[config.mk]
export PLATFORM = sky130hd
export DESIGN_NAME = status_event_groups
export DESIGN_NICKNAME = d
export VERILOG_FILES = /design/src/rtl/status_pkg.sv /design/src/rtl/status_event_groups.sv
export VERILOG_INCLUDE_DIRS = /design/src /design/src/rtl
export SDC_FILE = /design/constraint.sdc
export NUM_CORES = 1
export LEC_CHECK = 0
export BUFFER_PORTS_ARGS = -buffer_cell sky130_fd_sc_hd__buf_2
export CAP_MARGIN = 10
export CORE_MARGIN = 1.5
export CORE_UTILIZATION = 30
export CTS_CLUSTER_SIZE = 40
export DETAILED_ROUTE_END_ITERATION = 12
export PLACE_DENSITY_LB_ADDON = 0.08
export SLEW_MARGIN = 20
export SYNTH_ARGS = -nofsm -noshare
export SYNTH_HDL_FRONTEND = slang
export SYNTH_SLANG_ARGS = --single-unit
[constraint.sdc]
create_clock -name CLOCK -period 7.8 [get_ports CLOCK]
set_clock_uncertainty 0.2 [all_clocks]
set_input_delay 1.56 -clock CLOCK [delete_from_list [all_inputs] [get_ports CLOCK]]
set_output_delay 1.56 -clock CLOCK [all_outputs]
set_load 0.01 [all_outputs]
[src/rtl/status_regs.svh]
/*
 * Register offsets, field positions, reset values and masks for the
 * instrument status block. Assumes a 32-bit AXI4-Lite register bus.
 */
`ifndef STATUS_REGS_SVH
`define STATUS_REGS_SVH

// =====================================================================
// Register byte offsets
// =====================================================================
`define OFS_OPER_COND 8'h00
`define OFS_OPER_EVENT 8'h04
`define OFS_OPER_ENABLE 8'h08
`define OFS_QUES_COND 8'h0C
`define OFS_QUES_EVENT 8'h10
`define OFS_QUES_ENABLE 8'h14
`define OFS_STD_EVENT 8'h18
`define OFS_STATUS_BYTE 8'h1C
`define OFS_COMMAND 8'h20
`define OFS_ERR_COUNT 8'h24
`define OFS_IRQ_STATUS 8'h28
`define OFS_IRQ_CLEAR 8'h2C
`define OFS_IRQ_ENABLE 8'h30

// =====================================================================
// Command register bits
// =====================================================================
`define CMD_PRESET 0
`define CMD_CLEAR_STATUS 1
`define CMD_ARM_OPC 2
`define CMD_OPC_QUERY 3

// =====================================================================
// Status byte bit positions
// =====================================================================
`define SB_QUES_SUM 3
`define SB_STD_SUM 5
`define SB_OPER_SUM 7

// =====================================================================
// Interrupt bits: 0 oper summary, 1 ques summary, 2 preset, 3 clear
// =====================================================================
`define IRQ_BITS 4
`define MASK_RESET 16'h0000
`define AXI_OKAY 2'h0
`define AXI_DECERR 2'h3

`endif

[src/rtl/status_pkg.sv]
/*
 * Types shared by the instrument status block.
 * Assumes the offsets in status_regs.svh.
 */
package status_pkg;

	typedef struct packed {
		logic [15:0] cond;
		logic [15:0] event_bits;
		logic [15:0] enable;
	} group_t;

	typedef struct packed {
		logic [7:0] addr;
		logic [31:0] data;
	} axi_word_t;

	typedef enum logic [2:0] {
		RD_IDLE = 3'b001,
		RD_RESP = 3'b010,
		RD_HOLD = 3'b100
	} rd_state_t;

endpackage : status_pkg

[src/rtl/status_event_groups.sv]
/*
 * Operation and questionable status groups with condition, latched
 * event and enable registers, status byte, preset and clear-status.
 * Assumes one 40 MHz clock, asynchronous active-low reset, and an
 * AXI4-Lite master keeping to one write and one read at a time.
 */
// Summary of operation
// Enable mask reads leave the mask unchanged.
// Event bits record rising condition transitions.
// Event read returns bits then clears them.
// Host reads events before enabling requests.
// Preset zeroes both group enable masks.
// Preset leaves event registers untouched.
// Questionable mask 16 bits, summary status bit 3.
// Enable masks gate events into summaries.
// Questionable condition read is live, side-effect free.
// Operation event read returns set event bits.
// Clear-status clears events and error queue.
// Clear-status clears status byte bits 0-3,5,7.
// Clear-status leaves all enable masks alone.
// Clear-status cancels armed completion command/query.
// Operation mask 16 bits, summary status bit 7.
// Summary is OR of event AND enable.
// Event bit sets on rise, holds till cleared.
`timescale 1ns/1ps
`include "status_regs.svh"

module status_event_groups
	import status_pkg::*;
#(
	parameter int WIDTH = 16
)
(
	input wire logic CLOCK,
	input wire logic RESET_N,
	input wire logic [WIDTH-1:0] OPER_COND,
	input wire logic [WIDTH-1:0] QUES_COND,
	input wire logic [7:0] STD_EVENT_SET,
	input wire logic ERR_PUSH,
	input wire logic [2:0] DEV_STATUS_SET,
	input wire logic [7:0] AWADDR,
	input wire logic AWVALID,
	output logic AWREADY,
	input wire logic [31:0] WDATA,
	input wire logic [3:0] WSTRB,
	input wire logic WVALID,
	output logic WREADY,
	output logic [1:0] BRESP,
	output logic BVALID,
	input wire logic BREADY,
	input wire logic [7:0] ARADDR,
	input wire logic ARVALID,
	output logic ARREADY,
	output logic [31:0] RDATA,
	output logic [1:0] RRESP,
	output logic RVALID,
	input wire logic RREADY,
	output logic [7:0] STATUS_BYTE,
	output logic OPC_ARMED,
	output logic OPC_QUERY_PENDING,
	output logic IRQ
);

	// =================================================================
	// Write channel
	// =================================================================
	axi_word_t wr_r;
	logic aw_have_r;
	logic w_have_r;
	logic wr_fire;
	logic wr_hit;
	logic [3:0] wr_cmd;
	logic do_preset;
	logic do_clear;
	logic [WIDTH-1:0] wr_mask;

	assign AWREADY = !aw_have_r && !BVALID;
	assign WREADY = !w_have_r && !BVALID;
	assign wr_fire = aw_have_r && w_have_r && !BVALID;
	assign wr_mask = wr_r.data[WIDTH-1:0];
	assign wr_cmd = wr_fire && (wr_r.addr == `OFS_COMMAND) ?
		wr_r.data[3:0] : 4'h0;
	assign do_preset = wr_cmd[`CMD_PRESET];
	assign do_clear = wr_cmd[`CMD_CLEAR_STATUS];

	always_comb
	begin
		case (wr_r.addr)
			`OFS_OPER_ENABLE, `OFS_QUES_ENABLE, `OFS_COMMAND,
			`OFS_IRQ_CLEAR, `OFS_IRQ_ENABLE: wr_hit = 1'b1;
			default: wr_hit = 1'b0;
		endcase
	end

	always_ff @(posedge CLOCK or negedge RESET_N)
	begin
		if (!RESET_N)
		begin
			wr_r <= '0;
			aw_have_r <= 1'b0;
			w_have_r <= 1'b0;
			BVALID <= 1'b0;
			BRESP <= `AXI_OKAY;
		end
		else
		begin
			if (AWVALID && AWREADY)
			begin
				wr_r.addr <= AWADDR;
				aw_have_r <= 1'b1;
			end
			if (WVALID && WREADY)
			begin
				wr_r.data <= WDATA;
				w_have_r <= 1'b1;
			end
			if (wr_fire)
			begin
				aw_have_r <= 1'b0;
				w_have_r <= 1'b0;
				BVALID <= 1'b1;
				BRESP <= wr_hit ? `AXI_OKAY : `AXI_DECERR;
			end
			else if (BVALID && BREADY)
				BVALID <= 1'b0;
		end
	end

	// =================================================================
	// Group registers
	// =================================================================
	group_t oper_r;
	group_t ques_r;
	logic [7:0] std_event_r;
	logic [7:0] err_count_r;
	logic [2:0] dev_r;
	logic oper_sum;
	logic ques_sum;
	logic rd_oper_event;
	logic rd_ques_event;
	logic rd_std_event;

	// Summaries are combinational so they follow event and mask at once.
	assign oper_sum = |(oper_r.event_bits & oper_r.enable);
	assign ques_sum = |(ques_r.event_bits & ques_r.enable);

	always_ff @(posedge CLOCK or negedge RESET_N)
	begin
		if (!RESET_N)
		begin
			oper_r <= '0;
			ques_r <= '0;
		end
		else
		begin
			oper_r.cond <= OPER_COND;
			ques_r.cond <= QUES_COND;
			// A rise arriving in the clearing cycle still lands.
			oper_r.event_bits <= ((rd_oper_event || do_clear) ? '0 :
				oper_r.event_bits) | (OPER_COND & ~oper_r.cond);
			ques_r.event_bits <= ((rd_ques_event || do_clear) ? '0 :
				ques_r.event_bits) | (QUES_COND & ~ques_r.cond);
			if (do_preset)
			begin
				oper_r.enable <= `MASK_RESET;
				ques_r.enable <= `MASK_RESET;
			end
			else if (wr_fire && wr_r.addr == `OFS_OPER_ENABLE)
				oper_r.enable <= wr_mask;
			else if (wr_fire && wr_r.addr == `OFS_QUES_ENABLE)
				ques_r.enable <= wr_mask;
		end
	end

	always_ff @(posedge CLOCK or negedge RESET_N)
	begin
		if (!RESET_N)
		begin
			std_event_r <= 8'h00;
			err_count_r <= 8'h00;
			dev_r <= 3'h0;
			OPC_ARMED <= 1'b0;
			OPC_QUERY_PENDING <= 1'b0;
		end
		else
		begin
			std_event_r <= ((rd_std_event || do_clear) ? 8'h00 :
				std_event_r) | STD_EVENT_SET;
			if (do_clear)
				err_count_r <= ERR_PUSH ? 8'h01 : 8'h00;
			else if (ERR_PUSH && err_count_r != 8'hFF)
				err_count_r <= err_count_r + 8'h01;
			dev_r <= (do_clear ? 3'h0 : dev_r) | DEV_STATUS_SET;
			if (do_clear)
			begin
				OPC_ARMED <= 1'b0;
				OPC_QUERY_PENDING <= 1'b0;
			end
			else
			begin
				if (wr_cmd[`CMD_ARM_OPC])
					OPC_ARMED <= 1'b1;
				if (wr_cmd[`CMD_OPC_QUERY])
					OPC_QUERY_PENDING <= 1'b1;
			end
		end
	end

	always_comb
	begin
		STATUS_BYTE = 8'h00;
		STATUS_BYTE[2:0] = dev_r;
		STATUS_BYTE[`SB_QUES_SUM] = ques_sum;
		STATUS_BYTE[`SB_STD_SUM] = |std_event_r;
		STATUS_BYTE[`SB_OPER_SUM] = oper_sum;
	end

	// =================================================================
	// Interrupts
	// =================================================================
	logic [`IRQ_BITS-1:0] irq_stat_r;
	logic [`IRQ_BITS-1:0] irq_en_r;
	logic [`IRQ_BITS-1:0] irq_evt;
	logic [`IRQ_BITS-1:0] irq_clr;

	assign irq_evt = {do_clear, do_preset, ques_sum, oper_sum};
	assign irq_clr = (wr_fire && wr_r.addr == `OFS_IRQ_CLEAR) ?
		wr_r.data[`IRQ_BITS-1:0] : '0;
	assign IRQ = |(irq_stat_r & irq_en_r);

	always_ff @(posedge CLOCK or negedge RESET_N)
	begin
		if (!RESET_N)
		begin
			irq_stat_r <= '0;
			irq_en_r <= '0;
		end
		else
		begin
			irq_stat_r <= (irq_stat_r & ~irq_clr) | irq_evt;
			if (wr_fire && wr_r.addr == `OFS_IRQ_ENABLE)
				irq_en_r <= wr_r.data[`IRQ_BITS-1:0];
		end
	end

	// =================================================================
	// Read channel
	// =================================================================
	rd_state_t rd_state_r;
	logic [31:0] rd_val;
	logic rd_ok;

	assign ARREADY = rd_state_r == RD_IDLE;
	assign RVALID = rd_state_r == RD_RESP;
	assign rd_oper_event = ARVALID && ARREADY &&
		ARADDR == `OFS_OPER_EVENT;
	assign rd_ques_event = ARVALID && ARREADY &&
		ARADDR == `OFS_QUES_EVENT;
	assign rd_std_event = ARVALID && ARREADY && ARADDR == `OFS_STD_EVENT;

	always_comb
	begin
		rd_val = 32'h0000_0000;
		rd_ok = 1'b1;
		case (ARADDR)
			`OFS_OPER_COND: rd_val[WIDTH-1:0] = OPER_COND;
			`OFS_OPER_EVENT: rd_val[WIDTH-1:0] = oper_r.event_bits;
			`OFS_OPER_ENABLE: rd_val[WIDTH-1:0] = oper_r.enable;
			`OFS_QUES_COND: rd_val[WIDTH-1:0] = QUES_COND;
			`OFS_QUES_EVENT: rd_val[WIDTH-1:0] = ques_r.event_bits;
			`OFS_QUES_ENABLE: rd_val[WIDTH-1:0] = ques_r.enable;
			`OFS_STD_EVENT: rd_val[7:0] = std_event_r;
			`OFS_STATUS_BYTE: rd_val[7:0] = STATUS_BYTE;
			`OFS_ERR_COUNT: rd_val[7:0] = err_count_r;
			`OFS_IRQ_STATUS: rd_val[`IRQ_BITS-1:0] = irq_stat_r;
			`OFS_IRQ_ENABLE: rd_val[`IRQ_BITS-1:0] = irq_en_r;
			`OFS_COMMAND: rd_val[3:2] = {OPC_QUERY_PENDING, OPC_ARMED};
			default: rd_ok = 1'b0;
		endcase
	end

	always_ff @(posedge CLOCK or negedge RESET_N)
	begin
		if (!RESET_N)
		begin
			rd_state_r <= RD_IDLE;
			RDATA <= 32'h0000_0000;
			RRESP <= `AXI_OKAY;
		end
		else
		begin
			case (rd_state_r)
				RD_IDLE:
					if (ARVALID)
					begin
						RDATA <= rd_val;
						RRESP <= rd_ok ? `AXI_OKAY : `AXI_DECERR;
						rd_state_r <= RD_RESP;
					end
				RD_RESP:
					if (RREADY)
						rd_state_r <= RD_IDLE;
				default:
					rd_state_r <= RD_IDLE;
			endcase
		end
	end

	// =================================================================
	// Assertions
	// =================================================================
	property p_evt_rise;
		@(posedge CLOCK) disable iff (!RESET_N)
		(OPER_COND[0] && !oper_r.cond[0]) |=> oper_r.event_bits[0];
	endproperty
	a_evt_rise: assert property (p_evt_rise)
		else $error("event bit missed condition rise");

	property p_evt_hold;
		@(posedge CLOCK) disable iff (!RESET_N)
		(ques_r.event_bits[0] && !rd_ques_event && !do_clear)
			|=> ques_r.event_bits[0];
	endproperty
	a_evt_hold: assert property (p_evt_hold)
		else $error("event bit dropped without clear");

	property p_read_clear;
		@(posedge CLOCK) disable iff (!RESET_N)
		(rd_oper_event && !(|(OPER_COND & ~oper_r.cond)))
			|=> oper_r.event_bits == '0 && RVALID;
	endproperty
	a_read_clear: assert property (p_read_clear)
		else $error("event read did not clear");

	property p_read_value;
		@(posedge CLOCK) disable iff (!RESET_N)
		rd_oper_event |=> RDATA[15:0] == $past(oper_r.event_bits);
	endproperty
	a_read_value: assert property (p_read_value)
		else $error("event read returned wrong value");

	property p_preset;
		@(posedge CLOCK) disable iff (!RESET_N)
		do_preset |=> oper_r.enable == '0 && ques_r.enable == '0
			&& !STATUS_BYTE[`SB_OPER_SUM] && !STATUS_BYTE[`SB_QUES_SUM];
	endproperty
	a_preset: assert property (p_preset)
		else $error("preset left a mask set");

	property p_preset_keep;
		@(posedge CLOCK) disable iff (!RESET_N)
		(do_preset && !rd_oper_event && !do_clear)
			|=> (oper_r.event_bits & $past(oper_r.event_bits))
			== $past(oper_r.event_bits);
	endproperty
	a_preset_keep: assert property (p_preset_keep)
		else $error("preset disturbed events");

	property p_summary;
		@(posedge CLOCK) disable iff (!RESET_N)
		STATUS_BYTE[`SB_QUES_SUM]
			== |(ques_r.event_bits & ques_r.enable);
	endproperty
	a_summary: assert property (p_summary)
		else $error("questionable summary wrong");

	property p_clear;
		@(posedge CLOCK) disable iff (!RESET_N)
		(do_clear && DEV_STATUS_SET == 3'h0 && STD_EVENT_SET == 8'h00)
			|=> STATUS_BYTE[2:0] == 3'h0 && !STATUS_BYTE[`SB_STD_SUM]
			&& !OPC_ARMED && !OPC_QUERY_PENDING;
	endproperty
	a_clear: assert property (p_clear)
		else $error("clear-status left bits set");

	property p_clear_masks;
		@(posedge CLOCK) disable iff (!RESET_N)
		(do_clear && !do_preset) |=> $stable(oper_r.enable)
			&& $stable(ques_r.enable);
	endproperty
	a_clear_masks: assert property (p_clear_masks)
		else $error("clear-status changed a mask");

	property p_mask_read;
		@(posedge CLOCK) disable iff (!RESET_N)
		(ARVALID && ARREADY && ARADDR == `OFS_QUES_ENABLE && !wr_fire)
			|=> $stable(ques_r.enable);
	endproperty
	a_mask_read: assert property (p_mask_read)
		else $error("mask read changed mask");

	c_irq: cover property (@(posedge CLOCK) disable iff (!RESET_N) IRQ);
	c_clear: cover property (@(posedge CLOCK) disable iff (!RESET_N)
		do_clear);
	c_sum: cover property (@(posedge CLOCK) disable iff (!RESET_N)
		STATUS_BYTE[`SB_OPER_SUM] ##1 do_preset);

endmodule : status_event_groups

==> flow_metrics.tcl <==
set metrics [dict create \
    outcome "finished clean" \
    rows 58 \
    clkTransAtPathRegs_ns 0.06 \
    grt_start_max_net_pins 99 \
    p_leak_nw 4.22 \
    power_mw 2.72 \
    cts_buffer_depth 2 \
    grt_use_met3_pct 3.30 \
    synthArstFlopShare_pct 100 \
    nNetsFinal 890 \
    cts_buffers 17 \
    final_cell_mix "dfrtp_1, buf_2, nor2_1" \
    setup_viol 0 \
    clkLatencyLatePin_ns 0.43 \
    fillers 2569 \
    clkSinkCount 172 \
    ctsHoldBuffers 0 \
    grtUsageMet2_pct 28.0 \
    clock-root-buffer "clkbuf_16" \
    mappedNetlistArea_mm2 0.00773 \
    io_pins 155 \
    io_buffers 116 \
    first_pass_iters 7 \
    mostFrequentLayoutCell "dfrtp_1" \
    top_usage_layer "met2" \
    drtIter0Drc 447 \
    tritoncts "done" \
    ys_seq_area_share_pct 55.7 \
    die_h_um 164 \
    ant_nets 0 \
    grtUsageTotal_pct 18.8 \
    worst_setup_path_end_kind "flop" \
    cp_max_fo 26 \
    ys_ff_latch 172 \
    post_cts_buffers 0 \
    hpwl_um 17600 \
    first_global_vias 5888 \
    dp_slack_ns 3.35 \
    tns_ns 0 \
    via_per_inst 5.27 \
    worstPathArrival_ns 4.26 \
    via_count 5945 \
    syn_avg_cell_area_um2 11.4 \
    synth_cells 681 \
    floorplan.initialDensity_pct 30.6 \
    start_kind "input pin" \
    worstSetupPathType "input pin to flop" \
    die_area_mm2 0.0268 \
    cp.required_ns 7.94 \
    wirelength_um 24100 \
    post_cts_resized 0 \
    gr-total-overflow 0 \
    min_period_ns 4.11 \
    layout.area.seq_mm2 0.00431 \
    ir_worst_vdd_v 0.000154 \
    drc 0 \
    gp_congestion 0.891 \
    drive_above_1_share_pct 25.0 \
    multi_input_area_mm2 0.00306 \
    wl_per_cell_um 21.4 \
    drv_slew 0 \
    grt_pass1_wl_um 36900 \
    synth_edf_count 0 \
    synthFlopType "dfrtp_1" \
    min_path_type "flop to flop" \
    synth.distinct_cells 55 \
    rsz0062_at_grt "false" \
    relSlewSlack_pct 17.1 \
    core_area_mm2 0.0253 \
    finalHoldViolCount 0 \
    cap_violations 0 \
    grt_use_met1_pct 26.9 \
    powerDensity_mw_per_mm2 296 \
    worstMarginPinSlew_ns 1.23 \
    antenna_cells 0 \
    timing.fmax_ghz 0.243 \
    area_delta_synth_final_pct 18.8 \
    htree_levels 4 \
    antenna_found_initial 0 \
    finalWorstSetupSlack_ns 3.69 \
    ys_warn_count 0 \
    layout_worst_path_cycle_share_pct 52.7 \
    fp.dieW_um 164 \
]
-- worst max-delay path: stages --
cell	delay [ns]
buf_2	0.26
or4_1	0.65
nor3_1	1.01
buf_4	0.35
a22o_1	0.15
a221oi_1	0.05
a31oi_1	0.21
-- registers in the layout, summed over array words and instances, names as in the netlist, 3 cells and up --
register and cells:
oper_r 48, ques_r 48, RDATA 16, wr_mask 16, err_count_r 8, std_event_r 8, wr_r 8, irq_en_r 4
irq_stat_r 4, dev_r 3
-- final timing paths --
check / from / endpoint / slack, ns / cells after the start
max in group asynchronous: RESET_N / wr_mask[11]$_DFFE_PN0P_ / 4.90 / 2
worst min register to register: RDATA[6]$_DFFE_PN0P_ / RDATA[6]$_DFFE_PN0P_ / 0.29 / 2
worst max-delay path: ARADDR[4] / RDATA[10]$_DFFE_PN0P_ / 3.69 / 7
worst min-delay path: RDATA[6]$_DFFE_PN0P_ / RDATA[6]$_DFFE_PN0P_ / 0.29 / 2
min in group asynchronous: RESET_N / std_event_r[3]$_DFF_PN0_ / 1.01 / 1
worst max register to register: wr_r[33]$_DFFE_PN0P_ / oper_r[23]$_DFF_PN0_ / 4.47 / 5
-- final cells by class --
class | count | area share (%)
clock buffers | 19 | 4.93
inverters | 38 | 1.55
clock inverters | 13 | 1.78
well taps | 330 | 4.49
multi-input cells | 433 | 33.3
repair buffers | 124 | 7.04
flip-flops and latches | 172 | 46.9
-- Yosys cell counts, types with 4 or more instances --
cell type,n,area [um2]
inv_1,38,143
nor2b_1,5,31.3
a32oi_1,9,78.8
nor3_1,9,45.0
nor4b_1,4,35.0
clkbuf_1,23,86.3
a21oi_1,16,80.1
a31oi_1,9,56.3
a22o_1,47,412
a222oi_1,7,70.1
nand2_1,39,146
a22oi_1,18,135
mux2i_1,38,380
nand3_1,9,45.0
buf_2,8,40.0
a21o_1,15,113
buf_4,22,165
nor4_1,7,43.8
a221oi_1,13,114
and2_1,6,37.5
o21ai_0,15,75.1
nor2_1,63,236
xnor2_1,5,43.8
or4_1,4,30.0
mux2_2,34,383
nand3b_1,5,37.5
a41oi_1,5,43.8
dfrtp_1,171,4280
-- logic make-up after synthesis --
kind of cell,count (synthesis),synth area share [%]
XOR/XNOR,7,0.793
other,1,0.0485
AND/OR/NAND/NOR,165,10.4
flip-flops,172,55.7
multiplexers,74,10.5
buffers and inverters,93,5.81
adder cells (fa/ha/maj),2,0.291
AO/OA/AOI/OAI,167,16.6
-- power by group --
part | total, mW | leakage, nW | internal, mW | switching [mW]
Combinational | 0.587 | 1.92 | 0.271 | 0.316
Clock | 0.884 | 0.300 | 0.523 | 0.361
Sequential | 1.25 | 2.00 | 1.06 | 0.191
Total | 2.72 | 4.22 | 1.85 | 0.868
-- per-stage QoR --
stage,hold slack (ns),area [um2],instances,utilization (%)
after floorplan,0.266,7800,698,-
after global placement,0.272,8570,1097,33.9
after detailed placement,0.277,8570,1097,33.9
after CTS,0.293,9190,1129,36.4
after global routing,0.317,9190,1129,36.4
final,0.292,9190,1129,36.4
-- layer usage --
| layer | routed length (um) | up-vias |
|---|---|---|
| li1 | - | 2670 |
| met1 | 11300 | 3020 |
| met2 | 10800 | 222 |
| met3 | 1350 | 33 |
| met4 | 689 | 0 |
| met5 | 0 | - |
Note: power is estimated with default switching activity, not from simulation.
